`config.mk`:
```
export PLATFORM = sky130hd
export DESIGN_NAME = counter_array_timebase_irq
export DESIGN_NICKNAME = d
export VERILOG_FILES = /design/src/hdl/counter_array_pkg.sv /design/src/hdl/counter_array_timebase_irq.sv /design/src/hdl/timebase_gen.sv
export SDC_FILE = /design/constraint.sdc
export NUM_CORES = 1
export LEC_CHECK = 0
export ABC_CLOCK_PERIOD_IN_PS = 2110
export BUFFER_PORTS_ARGS = -buffer_cell sky130_fd_sc_hd__buf_2
export CAP_MARGIN = 40
export CORE_MARGIN = 1
export CORE_UTILIZATION = 47
export CTS_BUF_LIST = sky130_fd_sc_hd__clkbuf_16
export CTS_CLUSTER_SIZE = 16
export DETAILED_ROUTE_END_ITERATION = 7
export PLACE_DENSITY = 0.76
export SYNTH_ARGS = -nofsm -noshare
export SYNTH_HDL_FRONTEND = slang
export SYNTH_HIERARCHICAL = 1
export SYNTH_SLANG_ARGS = --single-unit
```
`constraint.sdc`:
```
create_clock -name clk_i -period 2.11 [get_ports clk_i]
set_input_delay 0.3165 -clock clk_i [delete_from_list [all_inputs] [get_ports clk_i]]
set_output_delay 0.3165 -clock clk_i [all_outputs]
set_load 0.01 [all_outputs]
```
`src/hdl/counter_array_pkg.sv`:
```
// Shared constants for the counter array timebase and interrupt block
package counter_array_pkg;

  // ==========================================================
  // Widths
  localparam int ADDR_W       = 8;
  localparam int DATA_W       = 32;
  localparam int CNT_W        = 16;
  localparam int NUM_CHANNELS = 5;

  // ==========================================================
  // Register byte offsets on the Wishbone bus
  localparam logic [7:0] OFS_CNT_LO = 8'h00;  // counter_low_byte
  localparam logic [7:0] OFS_CNT_HI = 8'h04;  // counter_high_byte
  localparam logic [7:0] OFS_MODE   = 8'h08;  // array_mode_reg
  localparam logic [7:0] OFS_FLAGS  = 8'h0C;  // intermediate and channel flags
  localparam logic [7:0] OFS_IRQ_EN = 8'h10;  // enables and cycle length

  // ==========================================================
  // array_mode_reg fields
  localparam int MODE_OVF_IRQ_EN_BIT = 0;
  localparam int MODE_TB_LSB         = 1;
  localparam int MODE_WDT_EN_BIT     = 6;
  localparam int MODE_IDLE_STOP_BIT  = 7;
  localparam int MODE_OVF_FLAG_BIT   = 8;

  // Flags register fields
  localparam int FLAG_INTER_BIT = 0;
  localparam int FLAG_CHAN_LSB  = 1;

  // Enable register fields
  localparam int IEN_INTER_BIT = 0;
  localparam int IEN_CHAN_LSB  = 1;
  localparam int IEN_CLSEL_LSB = 8;
  localparam int IEN_ARRAY_BIT = 10;

  // ==========================================================
  // Reset values
  localparam logic [CNT_W-1:0] RST_COUNT     = 16'h0000;
  localparam logic [2:0]       RST_TIMEBASE  = 3'h0;
  localparam logic             RST_WDT_EN    = 1'b1;
  localparam logic [1:0]       RST_CLSEL     = 2'h0;

  // ==========================================================
  // Timebase select codes; 6 and 7 are reserved
  localparam logic [2:0] TB_SYS_DIV12 = 3'h0;
  localparam logic [2:0] TB_SYS_DIV4  = 3'h1;
  localparam logic [2:0] TB_TIMER0    = 3'h2;
  localparam logic [2:0] TB_EXT_FALL  = 3'h3;
  localparam logic [2:0] TB_SYS       = 3'h4;
  localparam logic [2:0] TB_OSC_DIV8  = 3'h5;

  // Prescaler terminal counts (divide by 12 and by 4)
  localparam logic [3:0] DIV12_LAST = 4'hB;
  localparam logic [1:0] DIV4_LAST  = 2'h3;

endpackage

```
`src/hdl/counter_array_timebase_irq.sv`:
```
// Shared counter of the counter array with timebase, snapshot and interrupts
//
// Design decisions made here: the register offsets and the Wishbone interface to the registers.
`timescale 1ns/1ps
module counter_array_timebase_irq
  import counter_array_pkg::*;
(
  input  wire logic                                clk_i,                   // System clock
  input  wire logic                                rst_i,                   // Synchronous reset
  input  wire logic                                cyc_i,                   // Wishbone cycle
  input  wire logic                                stb_i,                   // Wishbone strobe
  input  wire logic                                we_i,                    // Wishbone write
  input  wire logic [counter_array_pkg::ADDR_W-1:0] adr_i,                  // Byte address
  input  wire logic [3:0]                          sel_i,                   // Byte lanes
  input  wire logic [counter_array_pkg::DATA_W-1:0] dat_i,                  // Write data
  output logic      [counter_array_pkg::DATA_W-1:0] dat_o,                  // Read data
  output logic                                     ack_o,                   // Wishbone ack
  input  wire logic                                timer0_overflow_i,       // Timer 0 overflow pulse
  input  wire logic                                external_count_input_i,  // Count pin
  input  wire logic                                ext_osc_div8_i,          // Oscillator over 8
  input  wire logic                                cpu_idle_i,              // Core is in Idle
  input  wire logic                                global_irq_enable_i,     // Core global enable
  input  wire logic [counter_array_pkg::NUM_CHANNELS-1:0] channel_event_i,  // Channel trigger pulses
  output logic      [counter_array_pkg::CNT_W-1:0] counter_o,               // Shared count to channels
  output logic                                     array_irq_o,             // Enabled flag OR
  output logic                                     irq_request_o,           // Request seen by core
  output logic                                     watchdog_enable_o        // Module 4 watchdog on
);

  // ==========================================================
  // Declarations
  logic [CNT_W-1:0]        count;
  logic [7:0]              snapshot;
  logic [2:0]              timebase_select;
  logic                    counter_overflow_irq_en;
  logic                    idle_stop_ctrl;
  logic                    wdt_en;
  logic                    counter_overflow_flag;
  logic                    intermediate_overflow_flag;
  logic                    intermediate_overflow_irq_en;
  logic [NUM_CHANNELS-1:0] channel_event_flag;
  logic [NUM_CHANNELS-1:0] channel_event_irq_en;
  logic [1:0]              cycle_length_select;
  logic                    array_irq_enable;
  logic                    tick;
  logic                    advance;
  logic                    wrap;
  logic                    inter_wrap;
  logic                    low_ones;
  logic                    req;
  logic                    wr;
  logic                    rd;
  logic                    wr_lo;
  logic                    wr_hi;
  logic                    wr_mode;
  logic                    wr_flags;
  logic                    wr_ien;
  logic                    clr_ovf;
  logic                    clr_inter;
  logic                    any_pending;
  logic [DATA_W-1:0]       next_dat;
  logic [CNT_W-1:0]        next_count;

  // ==========================================================
  // Timebase: all sources arrive here as one-cycle enables
  // at most one count step per clock
  timebase_gen timebase_gen_inst (
    .clk_i                  (clk_i),
    .rst_i                  (rst_i),
    .timebase_select_i      (timebase_select),
    .timer0_overflow_i      (timer0_overflow_i),
    .external_count_input_i (external_count_input_i),
    .ext_osc_div8_i         (ext_osc_div8_i),
    .tick_o                 (tick)
  );

  // ==========================================================
  // Bus decode; the access is performed in the cycle before ack rises,
  // which keeps a request still held in the ack cycle from acting twice
  // Lane 0 carries the low control bits,
  // lane 1 the overflow clear, cycle length and array enable
  assign req      = cyc_i & stb_i & ~ack_o;
  assign wr       = req & we_i;
  assign rd       = req & ~we_i;
  assign wr_lo    = wr & (adr_i == OFS_CNT_LO) & sel_i[0];
  assign wr_hi    = wr & (adr_i == OFS_CNT_HI) & sel_i[0];
  assign wr_mode  = wr & (adr_i == OFS_MODE);
  assign wr_flags = wr & (adr_i == OFS_FLAGS) & sel_i[0];
  assign wr_ien   = wr & (adr_i == OFS_IRQ_EN);

  // Write-one-to-clear on the sticky flags
  assign clr_ovf   = wr_mode & sel_i[1] & dat_i[MODE_OVF_FLAG_BIT];
  assign clr_inter = wr_flags & dat_i[FLAG_INTER_BIT];

  // ==========================================================
  // Advance decision; Idle only stops the count when asked to,
  // the reserved codes never produce a tick at all
  // and so leave the count frozen;
  // Idle alone never stops it
  assign advance = tick & ~(idle_stop_ctrl & cpu_idle_i);

  // Full wrap from all ones
  assign wrap = advance & (count == 16'hFFFF);

  // Intermediate wrap point follows the cycle length field
  // Codes 0 to 3 wrap out of bits
  // 7 to 10 of the count
  always_comb begin
    case (cycle_length_select)
      2'h0:    low_ones = &count[7:0];
      2'h1:    low_ones = &count[8:0];
      2'h2:    low_ones = &count[9:0];
      default: low_ones = &count[10:0];
    endcase
  end
  assign inter_wrap = advance & low_ones;

  // ==========================================================
  // Counter; a software load of either byte wins over a tick
  // in the same cycle, reads have no path into this process
  always_comb begin
    next_count = count;
    if (wr_lo) begin
      next_count[7:0] = dat_i[7:0];
    end else if (wr_hi) begin
      next_count[15:8] = dat_i[7:0];
    end else if (advance) begin
      next_count = count + 16'h0001;
    end
  end

  // Count register; only reset overrides the next value
  always_ff @(posedge clk_i) begin
    if (rst_i) begin
      count <= RST_COUNT;
    end else begin
      count <= next_count;
    end
  end

  // Shared count for the five capture/compare channels
  // One clock behind the internal count,
  // so channels see each value late
  always_ff @(posedge clk_i) begin
    if (rst_i) begin
      counter_o <= RST_COUNT;
    end else begin
      counter_o <= count;
    end
  end

  // ==========================================================
  // Snapshot of the high byte, taken from the same counter value
  // that the low byte read returns, so the pair is coherent
  // A lone high byte read returns the
  // last snapshot, possibly stale
  always_ff @(posedge clk_i) begin
    if (rst_i) begin
      snapshot <= 8'h00;
    end else if (rd && adr_i == OFS_CNT_LO) begin
      snapshot <= count[15:8];
    end
  end

  // ==========================================================
  // Mode register; while the watchdog is on only its own enable
  // bit and the overflow flag clear take writes, so a runaway program cannot retime the
  // counter under the watchdog
  // Clear the watchdog bit first, then
  // the other mode bits take writes
  always_ff @(posedge clk_i) begin
    if (rst_i) begin
      timebase_select         <= RST_TIMEBASE;
      counter_overflow_irq_en <= 1'b0;
      idle_stop_ctrl          <= 1'b0;
      wdt_en                  <= RST_WDT_EN;
    end else if (wr_mode && sel_i[0]) begin
      wdt_en <= dat_i[MODE_WDT_EN_BIT];
      if (!wdt_en) begin
        timebase_select         <= dat_i[MODE_TB_LSB +: 3];
        counter_overflow_irq_en <= dat_i[MODE_OVF_IRQ_EN_BIT];
        idle_stop_ctrl          <= dat_i[MODE_IDLE_STOP_BIT];
      end
    end
  end

  // Watchdog state for module 4, held in
  // a flop so the port never glitches
  always_ff @(posedge clk_i) begin
    if (rst_i) begin
      watchdog_enable_o <= RST_WDT_EN;
    end else begin
      watchdog_enable_o <= wdt_en;
    end
  end

  // ==========================================================
  // Enable register: per-source enables, cycle length, array enable
  // One cycle length serves every
  // channel in an 8 to 11 bit cycle
  always_ff @(posedge clk_i) begin
    if (rst_i) begin
      intermediate_overflow_irq_en <= 1'b0;
      channel_event_irq_en         <= '0;
      cycle_length_select          <= RST_CLSEL;
      array_irq_enable             <= 1'b0;
    end else if (wr_ien) begin
      if (sel_i[0]) begin
        intermediate_overflow_irq_en <= dat_i[IEN_INTER_BIT];
        channel_event_irq_en         <= dat_i[IEN_CHAN_LSB +: NUM_CHANNELS];
      end
      if (sel_i[1]) begin
        cycle_length_select <= dat_i[IEN_CLSEL_LSB +: 2];
        array_irq_enable    <= dat_i[IEN_ARRAY_BIT];
      end
    end
  end

  // ==========================================================
  // Sticky flags: set regardless of enables, and a set in the
  // same cycle as a clear wins so no event is lost
  // Software clears a flag by writing
  // a one to its bit
  always_ff @(posedge clk_i) begin
    if (rst_i) begin
      counter_overflow_flag <= 1'b0;
    end else begin
      counter_overflow_flag <= (counter_overflow_flag & ~clr_ovf) | wrap;
    end
  end

  // Intermediate flag; same rule, a
  // wrap beats a clear in one cycle
  always_ff @(posedge clk_i) begin
    if (rst_i) begin
      intermediate_overflow_flag <= 1'b0;
    end else begin
      intermediate_overflow_flag <= (intermediate_overflow_flag & ~clr_inter) | inter_wrap;
    end
  end

  // One flag per channel, set by that channel's mode logic
  // outside; a held event keeps it set
  generate
    for (genvar ch = 0; ch < NUM_CHANNELS; ch++) begin : g_chan
      logic clr_ch;
      assign clr_ch = wr_flags & dat_i[FLAG_CHAN_LSB + ch];
      always_ff @(posedge clk_i) begin
        if (rst_i) begin
          channel_event_flag[ch] <= 1'b0;
        end else begin
          channel_event_flag[ch] <= (channel_event_flag[ch] & ~clr_ch) | channel_event_i[ch];
        end
      end
    end
  endgenerate

  // ==========================================================
  // Interrupt tree; one cycle behind the flags, which costs a
  // clock of latency but keeps both outputs glitch free
  // Flags outlive the request, so the
  // handler clears the source first
  assign any_pending = (counter_overflow_flag & counter_overflow_irq_en)
                     | (intermediate_overflow_flag & intermediate_overflow_irq_en)
                     | (|(channel_event_flag & channel_event_irq_en));

  // Both requests leave from flops:
  // no decode glitch reaches the core
  always_ff @(posedge clk_i) begin
    if (rst_i) begin
      array_irq_o   <= 1'b0;
      irq_request_o <= 1'b0;
    end else begin
      array_irq_o   <= any_pending;
      irq_request_o <= any_pending & array_irq_enable & global_irq_enable_i;
    end
  end

  // ==========================================================
  // Read mux; unmapped addresses read as zero and still ack
  // Only a low byte read has a side
  // effect: it loads the snapshot
  always_comb begin
    next_dat = '0;
    if (adr_i == OFS_CNT_LO) begin
      next_dat[7:0] = count[7:0];
    end else if (adr_i == OFS_CNT_HI) begin
      next_dat[7:0] = snapshot;
    end else if (adr_i == OFS_MODE) begin
      next_dat[MODE_OVF_IRQ_EN_BIT]   = counter_overflow_irq_en;
      next_dat[MODE_TB_LSB +: 3]      = timebase_select;
      next_dat[MODE_WDT_EN_BIT]       = wdt_en;
      next_dat[MODE_IDLE_STOP_BIT]    = idle_stop_ctrl;
      next_dat[MODE_OVF_FLAG_BIT]     = counter_overflow_flag;
    end else if (adr_i == OFS_FLAGS) begin
      next_dat[FLAG_INTER_BIT]              = intermediate_overflow_flag;
      next_dat[FLAG_CHAN_LSB +: NUM_CHANNELS] = channel_event_flag;
    end else if (adr_i == OFS_IRQ_EN) begin
      next_dat[IEN_INTER_BIT]               = intermediate_overflow_irq_en;
      next_dat[IEN_CHAN_LSB +: NUM_CHANNELS] = channel_event_irq_en;
      next_dat[IEN_CLSEL_LSB +: 2]          = cycle_length_select;
      next_dat[IEN_ARRAY_BIT]               = array_irq_enable;
    end
  end

  // ==========================================================
  // Ack one cycle after the request, dropped the cycle after;
  // a stb still high in the ack cycle gets no second access
  always_ff @(posedge clk_i) begin
    if (rst_i) begin
      ack_o <= 1'b0;
    end else begin
      ack_o <= req;
    end
  end

  // Read data stands only in the ack cycle
  // and is zero otherwise
  always_ff @(posedge clk_i) begin
    if (rst_i) begin
      dat_o <= '0;
    end else begin
      dat_o <= rd ? next_dat : '0;
    end
  end

endmodule

```
`src/hdl/timebase_gen.sv`:
```
// Timebase selector: turns every count source into a one-cycle tick
`timescale 1ns/1ps
module timebase_gen
  import counter_array_pkg::*;
(
  input  wire logic       clk_i,                   // System clock
  input  wire logic       rst_i,                   // Synchronous reset
  input  wire logic [2:0] timebase_select_i,       // Source code
  input  wire logic       timer0_overflow_i,       // Timer 0 overflow pulse
  input  wire logic       external_count_input_i,  // Count pin, asynchronous
  input  wire logic       ext_osc_div8_i,          // Oscillator over 8, asynchronous
  output logic            tick_o                   // One-cycle count enable
);

  logic [3:0] div12;
  logic [1:0] div4;
  logic       cnt_s1, cnt_s2, cnt_s3;
  logic       osc_s1, osc_s2, osc_s3;

  // ==========================================================
  // Free running prescalers; they never stop, so a source switch
  // may give a shortened first period
  always_ff @(posedge clk_i) begin
    if (rst_i) begin
      div12 <= 4'h0;
      div4  <= 2'h0;
    end else begin
      div12 <= (div12 == DIV12_LAST) ? 4'h0 : div12 + 4'h1;
      div4  <= div4 + 2'h1;
    end
  end

  // ==========================================================
  // Two-stage synchronisers plus a history stage; only stage two
  // and three feed the edge detectors
  always_ff @(posedge clk_i) begin
    if (rst_i) begin
      cnt_s1 <= 1'b1;
      cnt_s2 <= 1'b1;
      cnt_s3 <= 1'b1;
      osc_s1 <= 1'b0;
      osc_s2 <= 1'b0;
      osc_s3 <= 1'b0;
    end else begin
      cnt_s1 <= external_count_input_i;
      cnt_s2 <= cnt_s1;
      cnt_s3 <= cnt_s2;
      osc_s1 <= ext_osc_div8_i;
      osc_s2 <= osc_s1;
      osc_s3 <= osc_s2;
    end
  end

  // ==========================================================
  // Source select; falling edges closer than four clocks can be
  // missed, so the pin source is limited to a quarter of the clock
  always_ff @(posedge clk_i) begin
    if (rst_i) begin
      tick_o <= 1'b0;
    end else begin
      case (timebase_select_i)
        TB_SYS_DIV12: tick_o <= (div12 == DIV12_LAST);
        TB_SYS_DIV4:  tick_o <= (div4 == DIV4_LAST);
        TB_TIMER0:    tick_o <= timer0_overflow_i;
        TB_EXT_FALL:  tick_o <= cnt_s3 & ~cnt_s2;
        TB_SYS:       tick_o <= 1'b1;
        TB_OSC_DIV8:  tick_o <= ~osc_s3 & osc_s2;
        default:      tick_o <= 1'b0;
      endcase
    end
  end

endmodule

```
==> results.json <==
{
  "cellPowerDensity_mw_per_mm2": 739,
  "syn_area_per_cell_um2": 8.87,
  "rsz0062_at_grt": "no",
  "regToRegStartpoint": "ack_o$_SDFF_PP0_",
  "ctsRootBufferMaster": "clkbuf_16",
  "combinationalPowerShare_pct": 5.0,
  "period_needed_ns": 1.90,
  "overflow": 0,
  "antenna_cells": 0,
  "async_flop_share_pct": 0,
  "post-route-drc-count": 0,
  "totalWireLength_mm": 9.91,
  "final_hold_viol_count": 0,
  "hold_end": "timebase_gen_inst/cnt_s1$_SDFF_PP1_",
  "hold_path.class": "in2reg",
  "yosysTopAreaCellShare_pct": 45.5,
  "antenna_found_initial": 0,
  "grt_max_degree": 42,
  "first_iter_violations": 180,
  "syn2layout_area_growth_pct": 18.9,
  "yosys.area.top_type": "dfxtp_1",
  "yosys_warnings": 6,
  "synth_cells": 446,
  "irDropWorstVdd_mv": 0.417,
  "fin_ws_ns": 0.212,
  "synth-seq-cells": 90,
  "max_clock_freq_mhz": 527,
  "drv_slew": 0,
  "htreeDepth": 3,
  "internal-power_uw": 2700,
  "pre_cts_ws_ns": -0.210,
  "die_h_um": 93.7,
  "first_pass_iters": 7,
  "ys_seq_area_share_pct": 45.5,
  "power_frac_seq_pct": 49.8,
  "p_leak_uw": 0.00201,
  "syn_area_mm2": 0.00396,
  "track_usage_pct": 24.0,
  "r2r_cells": 6,
  "fillerInstances": 748,
  "cts.clk_slew.worst_paths_ns": 0.06,
  "synth.most_common_cell": "dfxtp_1",
  "seqCellArea_mm2": 0.00180,
  "clockBufferDepth": 2,
  "yosys-top-cells-count": "dfxtp_1, nor2_1, a21oi_1",
  "finalSetupViolCount": 0,
  "switchingPower_uw": 779,
  "viasPerCell": 5.52,
  "grt_pass1_wl_mm": 15.9,
  "core_mm2": 0.00818,
  "drive_gt1_share_pct": 23.5,
  "dp_hpwl_mm": 7.33,
  "arrival_ns": 2.14,
  "cts_hold_buf": 0,
  "io_buffer_count": 66,
  "setup.worst_path.class": "reg2reg",
  "detail-route-antenna-nets": 0,
  "die_area_mm2": 0.00879,
  "yosys-top-cells-area": "dfxtp_1, nor2_1, mux2i_1",
  "status": "finished clean",
  "io_pins": 111,
  "hp-start": "external_count_input_i",
  "start_util_pct": 48.4,
  "regToRegSetupSlack_ns": 0.21,
  "fin_util_pct": 57.6,
  "cp_max_fo": 6,
  "start_kind": "register",
  "ys.flop_type": "dfxtp_1",
  "drv_cap": 0,
  "dieWidth_um": 93.7,
  "cts_made_buffers": 9,
  "via_count": 3486,
  "clk_latency_ns": 0.34,
  "synth_edf_count": 0,
  "nets": 585,
  "crit_path_end_kind": "register",
  "row_count": 33,
  "gp_congestion": 0.926,
  "grt_pass1_vias": 3238,
  "clkPwrFrac_pct": 45.2,
  "yosysUniqueCellTypes": 59,
  "wl_per_cell_um": 15.7,
  "swShare_pct": 22.4,
  "crit_required_ns": 2.35,
  "cts_tree": "built",
  "hold_depth": 2,
  "skew_ns": 0.00565,
  "multi_input_area_mm2": 0.00192,
  "post-route-period-util_pct": 89.9,
  "r2r_end": "count[9]$_SDFFE_PP0P_",
  "cts.sinks": 90
}
## cell usage in the layout, fill, tap and decap left out, drive strengths merged, types with 8 or more instances in the layout
master	count
a211oi	9
a21oi	30
a22oi	8
and3	10
buf	92
clkbuf	9
conb	21
dfxtp	90
inv	10
mux2i	16
nand2	27
nand3	24
nor2	51
nor2b	18
nor3	10
o21ai	9
## cell type report
class | instances | share of cell area [%]
multi-input combinational | 320 | 40.8
sequential | 90 | 38.3
timing repair buffer | 92 | 11.2
clock buffer | 9 | 4.79
tap | 105 | 2.79
clock inverter | 7 | 1.46
inverter | 9 | 0.718
## layer usage
layer / part of all wire, % / track usage (%) / vias up / routed length, um
met4: 2.9 / 11.9 / 0 / 292
met2: 47 / 38.3 / 142 / 4680
met1: 44 / 30.5 / 1639 / 4330
met5: 0 / 0 / - / 0
li1: - / - / 1682 / -
met3: 6.1 / 4.94 / 23 / 607
## state kept, by name (all words and copies together) (netlist names), 2 cells and up
name and cells:
dat_o 11, timebase_gen_inst/div4 2, snapshot 8, cycle_length_select 2, timebase_gen_inst/div12 4, timebase_select 3
channel_event_flag 5, count 16, counter_o 16, channel_event_irq_en 5
## through the flow
| step | setup TNS, ns | cells | power, uW | hold slack [ns] | cell area, um2 |
|---|---|---|---|---|---|
| 6_report | 0 | 632 | 3480 | 0.161 | 4710 |
| 5_1_grt | 0 | 632 | 3610 | 0.169 | 4710 |
| 4_1_cts | 0 | 631 | 3500 | 0.155 | 4690 |
| 3_5_place_dp | -2.11 | 615 | 1940 | 0.397 | 4400 |
| 3_3_place_gp | -1.45 | 615 | 1940 | 0.391 | 4400 |
| 2_1_floorplan | -0.0473 | 466 | 1890 | 0.388 | 4060 |
## cell families (layout without fill, tap and decap cells)
group	after synthesis	in the layout	synth area share, %
buffers and inverters	56	117	8.16
AO/OA/AOI/OAI	89	89	15.4
flip-flops	90	90	45.5
AND/OR/NAND/NOR	183	183	23.9
XOR/XNOR	7	7	1.55
other	1	21	0.0948
adder cells (fa/ha/maj)	4	4	1.27
multiplexers	16	16	4.05
## worst max path at each step
| stage | cells past startpoint | end | slack, ns | from |
|---|---|---|---|---|
| global placement | 6 | count[13]$_SDFFE_PP0P_ | -0.15 | adr_i[0] |
| detailed placement | 6 | count[9]$_SDFFE_PP0P_ | -0.21 | adr_i[0] |
| floorplan | 8 | count[13]$_SDFFE_PP0P_ | -0.02 | adr_i[0] |
| CTS | 5 | count[9]$_SDFFE_PP0P_ | 0.09 | ack_o$_SDFF_PP0_ |
| global route | 6 | count[9]$_SDFFE_PP0P_ | 0.06 | ack_o$_SDFF_PP0_ |
| finish | 6 | count[9]$_SDFFE_PP0P_ | 0.21 | ack_o$_SDFF_PP0_ |
## power by group through the flow
| stage | sequential [uW] | clock [uW] | combinational (uW) |
|---|---|---|---|
| finish | 1730 | 1570 | 174 |
| global route | 1730 | 1680 | 193 |
| CTS | 1730 | 1590 | 171 |
| detailed placement | 1770 | 0 | 170 |
| global placement | 1770 | 0 | 166 |
| floorplan | 1770 | 0 | 122 |
## critical path, stage by stage (launching register included)
cell      delay [ns]
dfxtp_1         0.30
nand3b_1        0.30
or4_4           0.64
buf_4           0.16
o21ai_1         0.09
a21oi_1         0.07
o32ai_1         0.24
## what timing repair did
action / in CTS / in global routing
buffers inserted: 0 / 1
setup endpoints to repair: 0 / 7
resized for setup: 0 / 2
hold endpoints to repair: 0 / 0
Power figures use the tool's default switching activity.
